<file path="config.mk">
export PLATFORM = sky130hd
export DESIGN_NAME = dual_eight_bit_io_ports
export DESIGN_NICKNAME = d
export VERILOG_FILES = /design/src/gpio_pkg.sv /design/src/dual_eight_bit_io_ports.sv
export VERILOG_INCLUDE_DIRS = /design/src
export SDC_FILE = /design/constraint.sdc
export NUM_CORES = 1
export LEC_CHECK = 0
export BUFFER_PORTS_ARGS = -buffer_cell sky130_fd_sc_hd__clkbuf_2
export CORE_MARGIN = 4
export CORE_UTILIZATION = 44
export DETAILED_ROUTE_END_ITERATION = 7
export PLACE_DENSITY = 0.8
export SYNTH_ARGS = -nofsm -noshare
export SYNTH_HDL_FRONTEND = slang
export SYNTH_SLANG_ARGS = --single-unit
</file>
<file path="constraint.sdc">
create_clock -name hclk -period 1.7 [get_ports hclk]
set_clock_uncertainty 0.15 [all_clocks]
set_input_delay 0.34 -clock hclk [delete_from_list [all_inputs] [get_ports hclk]]
set_output_delay 0.34 -clock hclk [all_outputs]
set_load 0.01 [all_outputs]
</file>
<file path="src/gpio_defs.svh">
`ifndef GPIO_DEFS_SVH
`define GPIO_DEFS_SVH

// register byte offsets
`define OFS_THIRD_PIN 12'h000
`define OFS_THIRD_LATCH 12'h004
`define OFS_THIRD_DIR 12'h008
`define OFS_FOURTH_PIN 12'h00c
`define OFS_FOURTH_LATCH 12'h010
`define OFS_FOURTH_DIR 12'h014
`define OFS_FIFTH_CTRL 12'h018
`define OFS_PERIPH_STAT 12'h01c

// field positions, reset values, write mask, address bits and transfer codes
`define PSP_SELECT_BIT 4
`define DIR_RESET 8'hff
`define LATCH_RESET 8'h00
`define CTRL_RESET 8'h07
`define CTRL_WMASK 8'h17
`define ADDR_LSB 2
`define ADDR_MSB 11
`define HTRANS_NONSEQ 2'h2
`define HTRANS_SEQ 2'h3

`endif

</file>
<file path="src/gpio_pkg.sv">
package gpio_pkg;

  typedef enum logic [1:0] {
    ph_idle = 2'b00,
    ph_write = 2'b01,
    ph_read = 2'b10
  } phase_t;

  // per-pin peripheral override: en forces direction, out_drv 1 means output
  typedef struct packed {
    logic [7:0] en;
    logic [7:0] out_drv;
    logic [7:0] data;
  } periph_override_t;

  typedef struct packed {
    logic [7:0] oe;
    logic [7:0] out;
  } pin_drive_t;

  typedef struct packed {
    phase_t phase;
    logic [11:0] addr;
    logic [31:0] rdata;
    logic [7:0] third_latch;
    logic [7:0] third_dir;
    logic [7:0] fourth_latch;
    logic [7:0] fourth_dir;
    logic [7:0] fifth_ctrl;
    logic [7:0] third_sync1;
    logic [7:0] third_sync2;
    logic [7:0] fourth_sync1;
    logic [7:0] fourth_sync2;
    logic [7:0] drv_third_oe;
    logic [7:0] drv_third_out;
    logic [7:0] drv_fourth_oe;
    logic [7:0] drv_fourth_out;
  } state_t;

endpackage

</file>
<file path="src/dual_eight_bit_io_ports.sv">
`timescale 1ns/1ps
`include "gpio_defs.svh"
module dual_eight_bit_io_ports (
  input wire logic hclk,
  input wire logic hresetn,
  input wire logic hsel,
  input wire logic [31:0] haddr,
  input wire logic [1:0] htrans,
  input wire logic hwrite,
  input wire logic [2:0] hsize,
  input wire logic [31:0] hwdata,
  input wire logic hready,
  output logic hreadyout,
  output logic hresp,
  output logic [31:0] hrdata,
  input wire logic second_capture_pin_route,
  input wire gpio_pkg::periph_override_t third_periph,
  output gpio_pkg::pin_drive_t third_drive,
  input wire logic [7:0] third_pin_in,
  output gpio_pkg::pin_drive_t fourth_drive,
  input wire logic [7:0] fourth_pin_in,
  output logic [7:0] third_pin_sampled,
  output logic [7:0] fourth_pin_sampled,
  output logic parallel_slave_select,
  output logic second_capture_on_third_bit_one
);

  gpio_pkg::state_t r;
  gpio_pkg::state_t next_r;
  logic [7:0] third_oe;
  logic [7:0] third_out;
  logic [7:0] eff_en;

  //////////////////////////////////////////////////////////////////////////
  // pin muxing of the third port
  always_comb begin
    // second capture unit reaches bit 1 only when routed there
    eff_en = third_periph.en;
    eff_en[1] = third_periph.en[1] & second_capture_pin_route;
  end

  // bits 0,2..7 carry timer, capture, serial and USART functions
  genvar gi;
  generate
    for (gi = 0; gi < 8; gi = gi + 1) begin : g_third
      always_comb begin
        if (eff_en[gi]) begin
          third_oe[gi] = third_periph.out_drv[gi];
          third_out[gi] = third_periph.data[gi];
        end else begin
          third_oe[gi] = ~r.third_dir[gi];
          third_out[gi] = r.third_latch[gi];
        end
      end
    end
  endgenerate

  //////////////////////////////////////////////////////////////////////////
  // next state
  always_comb begin
    logic [31:0] wd;
    logic in_slave;
    wd = hwdata;
    in_slave = r.fifth_ctrl[`PSP_SELECT_BIT];
    next_r = r;
    next_r.third_sync1 = third_pin_in;
    next_r.third_sync2 = r.third_sync1;
    next_r.fourth_sync1 = fourth_pin_in;
    next_r.fourth_sync2 = r.fourth_sync1;
    // write data phase
    if (r.phase == gpio_pkg::ph_write) begin
      unique case (r.addr)
        `OFS_THIRD_PIN, `OFS_THIRD_LATCH: next_r.third_latch = wd[7:0];
        `OFS_THIRD_DIR: next_r.third_dir = wd[7:0];
        `OFS_FOURTH_PIN, `OFS_FOURTH_LATCH: next_r.fourth_latch = wd[7:0];
        `OFS_FOURTH_DIR: next_r.fourth_dir = wd[7:0];
        `OFS_FIFTH_CTRL: next_r.fifth_ctrl = (wd[7:0] & `CTRL_WMASK) | (r.fifth_ctrl & ~`CTRL_WMASK);
        default: next_r.third_dir = r.third_dir;
      endcase
    end
    // address phase
    next_r.phase = gpio_pkg::ph_idle;
    next_r.rdata = r.rdata;
    if (hsel && hready && (htrans == `HTRANS_NONSEQ || htrans == `HTRANS_SEQ)) begin
      next_r.addr = haddr[`ADDR_MSB:0];
      next_r.phase = hwrite ? gpio_pkg::ph_write : gpio_pkg::ph_read;
      next_r.rdata = 32'h0000_0000;
      unique case ({haddr[`ADDR_MSB:`ADDR_LSB], 2'b00})
        `OFS_THIRD_PIN: next_r.rdata[7:0] = r.third_sync2;
        `OFS_THIRD_LATCH: next_r.rdata[7:0] = r.third_latch;
        `OFS_THIRD_DIR: next_r.rdata[7:0] = r.third_dir;
        `OFS_FOURTH_PIN: next_r.rdata[7:0] = r.fourth_sync2;
        `OFS_FOURTH_LATCH: next_r.rdata[7:0] = r.fourth_latch;
        `OFS_FOURTH_DIR: next_r.rdata[7:0] = r.fourth_dir;
        `OFS_FIFTH_CTRL: next_r.rdata[7:0] = r.fifth_ctrl;
        `OFS_PERIPH_STAT: next_r.rdata[7:0] = eff_en;
        default: next_r.rdata = 32'h0000_0000;
      endcase
    end
    // registered pin drivers
    next_r.drv_third_oe = third_oe;
    next_r.drv_third_out = third_out;
    // slave mode releases the fourth port to the parallel slave logic
    next_r.drv_fourth_oe = in_slave ? 8'h00 : ~r.fourth_dir;
    next_r.drv_fourth_out = r.fourth_latch;
  end

  //////////////////////////////////////////////////////////////////////////
  always_ff @(posedge hclk or negedge hresetn) begin
    if (!hresetn) begin
      r <= '0;
      r.third_dir <= `DIR_RESET;
      r.fourth_dir <= `DIR_RESET;
      r.third_latch <= `LATCH_RESET;
      r.fourth_latch <= `LATCH_RESET;
      r.fifth_ctrl <= `CTRL_RESET;
    end else begin
      r <= next_r;
    end
  end

  assign hreadyout = 1'b1;
  assign hresp = 1'b0;
  assign hrdata = r.rdata;
  assign third_drive.oe = r.drv_third_oe;
  assign third_drive.out = r.drv_third_out;
  assign fourth_drive.oe = r.drv_fourth_oe;
  assign fourth_drive.out = r.drv_fourth_out;
  assign third_pin_sampled = r.third_sync2;
  assign fourth_pin_sampled = r.fourth_sync2;
  assign parallel_slave_select = r.fifth_ctrl[`PSP_SELECT_BIT];
  assign second_capture_on_third_bit_one = second_capture_pin_route;

endmodule

</file>
==> results of run 1 <==
-- cells by family after synthesis --
family                 after synthesis  share of synthesized area [%]
other                                2                         0.1432
AND/OR/NAND/NOR                     98                          9.592
buffers and inverters               97                          13.03
flip-flops                         122                          58.67
AO/OA/AOI/OAI                       33                          3.364
multiplexers                        65                          15.20
-- final timing paths --
| path | from | to |
|---|---|---|
| worst max-delay path | r[142] | r[73] |
| worst min-delay path | third_periph[8] | third_drive[8] |
| worst max register to register | r[142] | r[73] |
| worst min register to register | next_r[53] | third_pin_sampled[5] |
| max in group asynchronous | hresetn | r[73] |
| min in group asynchronous | hresetn | next_r[39] |
-- registers in the layout, summed over array words and instances, names as in the netlist --
| register | count |
|---|---|
| r | 41 |
| next_r | 24 |
| fourth_drive | 16 |
| third_drive | 16 |
| fourth_pin_sampled | 8 |
| hrdata | 8 |
| third_pin_sampled | 8 |
| parallel_slave_select | 1 |
-- power by group --
| group | switching (uW) | leakage [uW] | internal [uW] | total (uW) |
|---|---|---|---|---|
| logic | 379 | 0.00151 | 382 | 761 |
| registers | 122 | 0.00144 | 3130 | 3250 |
| clock network | 1240 | 0.000302 | 2520 | 3760 |
| total | 1740 | 0.00325 | 6030 | 7770 |
-- area by class of cell --
cell class              count  area, um^2
fillers                   903        4826
repair buffers            182        1234
well taps                 143       178.9
flip-flops and latches    122        3077
clock inverters            12       171.4
multi-input cells         222        1622
clock buffers              20       456.7
-- tightest hold or removal path: stages --
cell,delay [ns]
clkbuf_2,0.08
nand2_1,0.04
o21ai_0,0.06
-- placed cells by master, fill, tap and decap left out, types with 2 or more instances in the layout --
cell           count
a31oi_1            2
a21oi_1           11
buf_12             7
mux4_2             7
nand2_8            2
clkinvlp_4         3
mux2_2            47
dfrtp_1          103
o21ai_0           17
nand3_1            8
nand4b_1           3
buf_4             18
clkinv_2           4
dlygate4sd3_1     32
clkbuf_16         17
o211ai_1           2
clkbuf_8           2
nor4_1             2
and2_1             4
conb_1            26
mux2i_1           11
nor2_1            13
buf_6              2
clkbuf_2         123
bufinv_16          4
nand2_1           50
dfstp_2           19
nand2b_1           3
nor3_1             2
-- per-layer routing --
layer	wire length [um]	GRT usage [%]
met1	4874	21.96
met2	5976	30.24
met3	725	5.604
met4	142	6.957
met5	0	0
-- per-stage QoR --
| stage | util (%) | std cells | hold slack [ns] |
|---|---|---|---|
| 2_1_floorplan | - | 441 | -0.1056 |
| 3_3_place_gp | 49.42 | 636 | 0.1510 |
| 3_5_place_dp | 49.42 | 636 | 0.1586 |
| 4_1_cts | 57.78 | 700 | 0.0007298 |
| 5_1_grt | 58.27 | 701 | 0.001507 |
| 6_report | 58.27 | 701 | 0.01518 |
-- repair_timing --
action | 4_1_cts | 5_1_grt
buffers inserted | 0 | 1
endpoints found under the setup margin | 36 | 36
endpoints found under the hold margin | 52 | 0
resized for setup | 4 | 5
hold buffers | 32 | 0
pin swaps | 4 | 2
==> flow_summary.json, run 1 <==
{
  "status": "finished, violations left",
  "violations": "negative setup slack",
  "cts_inserted_buffers": 17,
  "hpwlAfterDp_mm": 8.207,
  "vias_per_cell": 4.806,
  "min_period_over_period_pct": 113.0,
  "final_hold_viol_count": 0,
  "cts_htree_levels": 4,
  "grt.overflow.total": 0,
  "first_global_vias": 3619,
  "syn_inst": 417,
  "final_layout_size_suffix_gt1_share_pct": 47.13,
  "rrSetupSlack_ns": -0.22,
  "critical_path_peak_fanout": 8,
  "maxSlewViolCount": 0,
  "min_path_cells": 3,
  "post-route-min-period_ns": 1.922,
  "yosysWarnings": 0,
  "cp_top_family": "simple AND/OR/NAND/NOR gates",
  "first_pass_iters": 4,
  "dp_slack_ns": -0.2945,
  "num_vias": 3369,
  "port_buffers": 124,
  "grt_pass1_wl_mm": 18.24,
  "layout.nets": 660,
  "setup_tns_ns": -6.436,
  "leakage_uw": 0.003252,
  "die_area_um2": 13730,
  "netlist_top_cells_count": "dfrtp_1, buf_4, nand2_1, mux2_2, dfstp_2",
  "synth_edf_count": 0,
  "slew_headroom_pct": 55.05,
  "timing.fmax_mhz": 520.4,
  "path_cells": "nor4_4 -> and4_1 -> buf_6 -> nand4b_4 -> mux2_2",
  "synth_area_leaders": "dfrtp_1, buf_4, mux2_2, dfstp_2, nand2_1",
  "power_density_nw_per_um2": 1153,
  "antenna_found_initial": 0,
  "clk_latency_ns": 0.41,
  "max_stage_delay_ns": 0.41,
  "cts.clk_slew.worst_paths_ns": 0.05,
  "syn_avg_cell_area_um2": 12.58,
  "ys_types": 33,
  "cp_data_required_time_ns": 1.88,
  "drtIter0Drc": 143,
  "seq_area_frac_synth_pct": 58.67,
  "synth_top_area_share_pct": 49.15,
  "endpoint_kind": "flip-flop",
  "hp-class": "primary input to flip-flop",
  "cts_buffer_depth": 2,
  "drv_cap": 0,
  "gp_congestion": 0.8306,
  "ant_nets": 0,
  "ys_async_sr_fraction_pct": 100.0,
  "power_uw": 7769,
  "yosysTopAreaCell": "dfrtp_1",
  "reg2reg_depth": 5,
  "cts-root-buf": "clkbuf_16",
  "setup_ws_ns": -0.2216,
  "num_io_pins": 199,
  "setup_viol": 36,
  "coreArea_um2": 11560,
  "netlist_area_um2": 5244,
  "slowest_stage": "dfrtp_1",
  "clock-sinks": 122,
  "drt-wirelength-per-cell_um": 16.72,
  "synth-seq-cells": 122,
  "cp_num_buf_inv": 1,
  "track_usage_pct": 18.08,
  "tightestPinTransition_ns": 0.6741,
  "n_antenna_cell": 0,
  "grt_max_degree": 29,
  "post-route-drc-count": 0,
  "crit_type": "flip-flop to flip-flop",
  "cts_tree": "built",
  "final_area_um2": 6739,
  "start_util_pct": 45.34,
  "area_growth_pct": 28.51,
  "yosysMostFrequentCell": "dfrtp_1",
  "ys.flop_type": "dfrtp_1",
  "rsz0062_at_grt": "yes",
  "worst_ir_drop_vdd_v": 0.0006920,
  "die_h_um": 117.2,
  "postRouteWirelength_mm": 11.72,
  "rows": 39,
  "placed_area_um2": 5715,
  "cp-start-kind": "flip-flop",
  "crit_cells": 5,
  "die_w_um": 117.2,
  "worstPathArrival_ns": 2.10
}
Power figures use the tool's default switching activity.
==> run 2: changes to the inputs <==
Settings changed: BUFFER_PORTS_ARGS -buffer_cell sky130_fd_sc_hd__clkbuf_2 to unset, CORE_UTILIZATION 44 to 47, DONT_BUFFER_PORTS set to 1, PLACE_DENSITY 0.8 to 0.68.
==> run 2 against run 1 <==
Compared with the run above:
- the flow finishes with violations (negative hold slack, negative setup slack)
- non-clock buffer count shrank 102
- total power shrank 6.4%
- worst hold slack lost 0.64 ns
- combinational power shrank 32%
- critical path depth is the same
- register-to-register slack is essentially flat
- sequential cell count is the same
- via count shrank 11%
==> flow_summary.json, run 2 (synthesis results as in run 1) <==
{
  "reg2reg_depth": 5,
  "postRouteWirelength_mm": 11.16,
  "top_register": "r",
  "slowest_stage": "dfrtp_1",
  "rsz0062_at_grt": "yes",
  "first_global_vias": 3192,
  "die_h_um": 113.6,
  "post-route-drc-count": 0,
  "grt.overflow.total": 0,
  "cts_tree": "built",
  "leakage_uw": 0.002768,
  "coreArea_um2": 10890,
  "rrSetupSlack_ns": -0.24,
  "die_area_um2": 12910,
  "crit_type": "flip-flop to flip-flop",
  "post-route-min-period_ns": 1.935,
  "setup_tns_ns": -6.545,
  "hold_buffers": 64,
  "ant_nets": 0,
  "drv_cap": 0,
  "r2r-end": "r[78]",
  "min_period_over_period_pct": 113.8,
  "layout.nets": 558,
  "area_growth_pct": 18.68,
  "first_pass_iters": 4,
  "final_hold_viol_count": 122,
  "clk_latency_ns": 0.51,
  "clock-sinks": 122,
  "max_stage_delay_ns": 0.38,
  "cp_data_required_time_ns": 1.98,
  "cp-start-kind": "flip-flop",
  "setup_ws_ns": -0.2354,
  "hpwlAfterDp_mm": 6.962,
  "final_common_cell": "dfrtp_1",
  "r2r_start": "r[137]",
  "drtIter0Drc": 203,
  "cts_htree_levels": 4,
  "hp-class": "primary input to async pin",
  "n_antenna_cell": 0,
  "antenna_found_initial": 0,
  "setup_viol": 36,
  "port_buffers": 0,
  "start_util_pct": 48.16,
  "largest_reg_flops": 41,
  "gp_congestion": 0.8090,
  "timing.fmax_mhz": 516.7,
  "slew_headroom_pct": 57.47,
  "path_cells": "nor4_2 -> and4_1 -> buf_6 -> nand4b_4 -> mux2_4",
  "num_vias": 3004,
  "most-common-layout-cells": "dfrtp_1, dlygate4sd3_1, nand2_1",
  "drt-wirelength-per-cell_um": 18.73,
  "power_density_nw_per_um2": 1169,
  "num_io_pins": 199,
  "track_usage_pct": 18.34,
  "placed_area_um2": 4931,
  "hold_ws_ns": -0.6223,
  "endpoint_kind": "flip-flop",
  "cts.clk_slew.worst_paths_ns": 0.06,
  "cts_inserted_buffers": 17,
  "grt_pass1_wl_mm": 17.53,
  "tightestPinTransition_ns": 0.6378,
  "cts_buffer_depth": 2,
  "worst_ir_drop_vdd_v": 0.0008538,
  "critical_path_peak_fanout": 8,
  "final_layout_size_suffix_gt1_share_pct": 28.29,
  "maxSlewViolCount": 0,
  "status": "finished, violations left",
  "cts-root-buf": "clkbuf_8",
  "die_w_um": 113.6,
  "grt_max_degree": 123,
  "worstPathArrival_ns": 2.22,
  "vias_per_cell": 5.040,
  "rows": 38,
  "final_area_um2": 6223,
  "violations": "negative hold slack, negative setup slack"
}
==> run 2: cell count changes in the layout (fill, tap and decap cells not counted), moves of 2 or more <==
cell / change
clkbuf_2: -123
dlygate4sd3_1: +32
buf_12: -7
buf_4: -4
clkinv_2: +2
mux2_2: -2
mux2_4: +2
==> run 2: what timing repair did <==
action / 4_1_cts / 5_1_grt
endpoints found under the setup margin: 36 / 36
buffers inserted: 2 / 0
resized for setup: 10 / 0
pin swaps: 4 / 2
endpoints found under the hold margin: 212 / 122
==> run 2: how the worst max path moves through the flow <==
stage               slack [ns]  startpoint                    end
global placement         -0.25      r[137]                 r[103]
global route             -0.26      r[137]                  r[78]
detailed placement       -0.25      r[137]                 r[102]
finish                   -0.24      r[137]                  r[78]
floorplan                 0.01      r[143]  parallel_slave_select
CTS                      -0.19      r[142]                  r[78]
==> run 2: layout make-up <==
type	instances	area (um^2)
flip-flops and latches	122	3077
multi-input cells	222	1620
clock inverters	13	151.4
repair buffers	80	768.2
fillers	846	4664
clock buffers	19	431.7
well taps	140	175.2
==> run 2: power breakdown <==
part	switching (uW)	internal, uW
registers	159	3130
logic	218	297
clock network	1220	2250
==> run 2: critical path, delay by kind of cell (launching register included) <==
family	cells	cell delay, ns
buffers and inverters	1	0.14
DFF	1	0.38
muxes	1	0.37
and+or+nand+nor	3	0.82
==> run 2: per-layer routing <==
| metal | vias up | wire [um] | track usage, % |
|---|---|---|---|
| li1 | 1365 | - | - |
| met1 | 1517 | 4647 | 22.70 |
| met2 | 112 | 5500 | 28.98 |
| met3 | 10 | 901 | 8.064 |
| met4 | 0 | 111 | 6.010 |
| met5 | - | 0 | 0 |
==> run 2: metrics by stage <==
stage | utilization [%] | total power, uW | std cells | worst slack (ns)
after global routing | 57.16 | 7580 | 596 | -0.2611
after detailed placement | 45.29 | 3679 | 498 | -0.2479
after global placement | 45.29 | 3656 | 498 | -0.2520
after floorplan | - | 3731 | 441 | 0.01072
after CTS | 57.16 | 7349 | 596 | -0.1929
final | 57.16 | 7273 | 596 | -0.2354
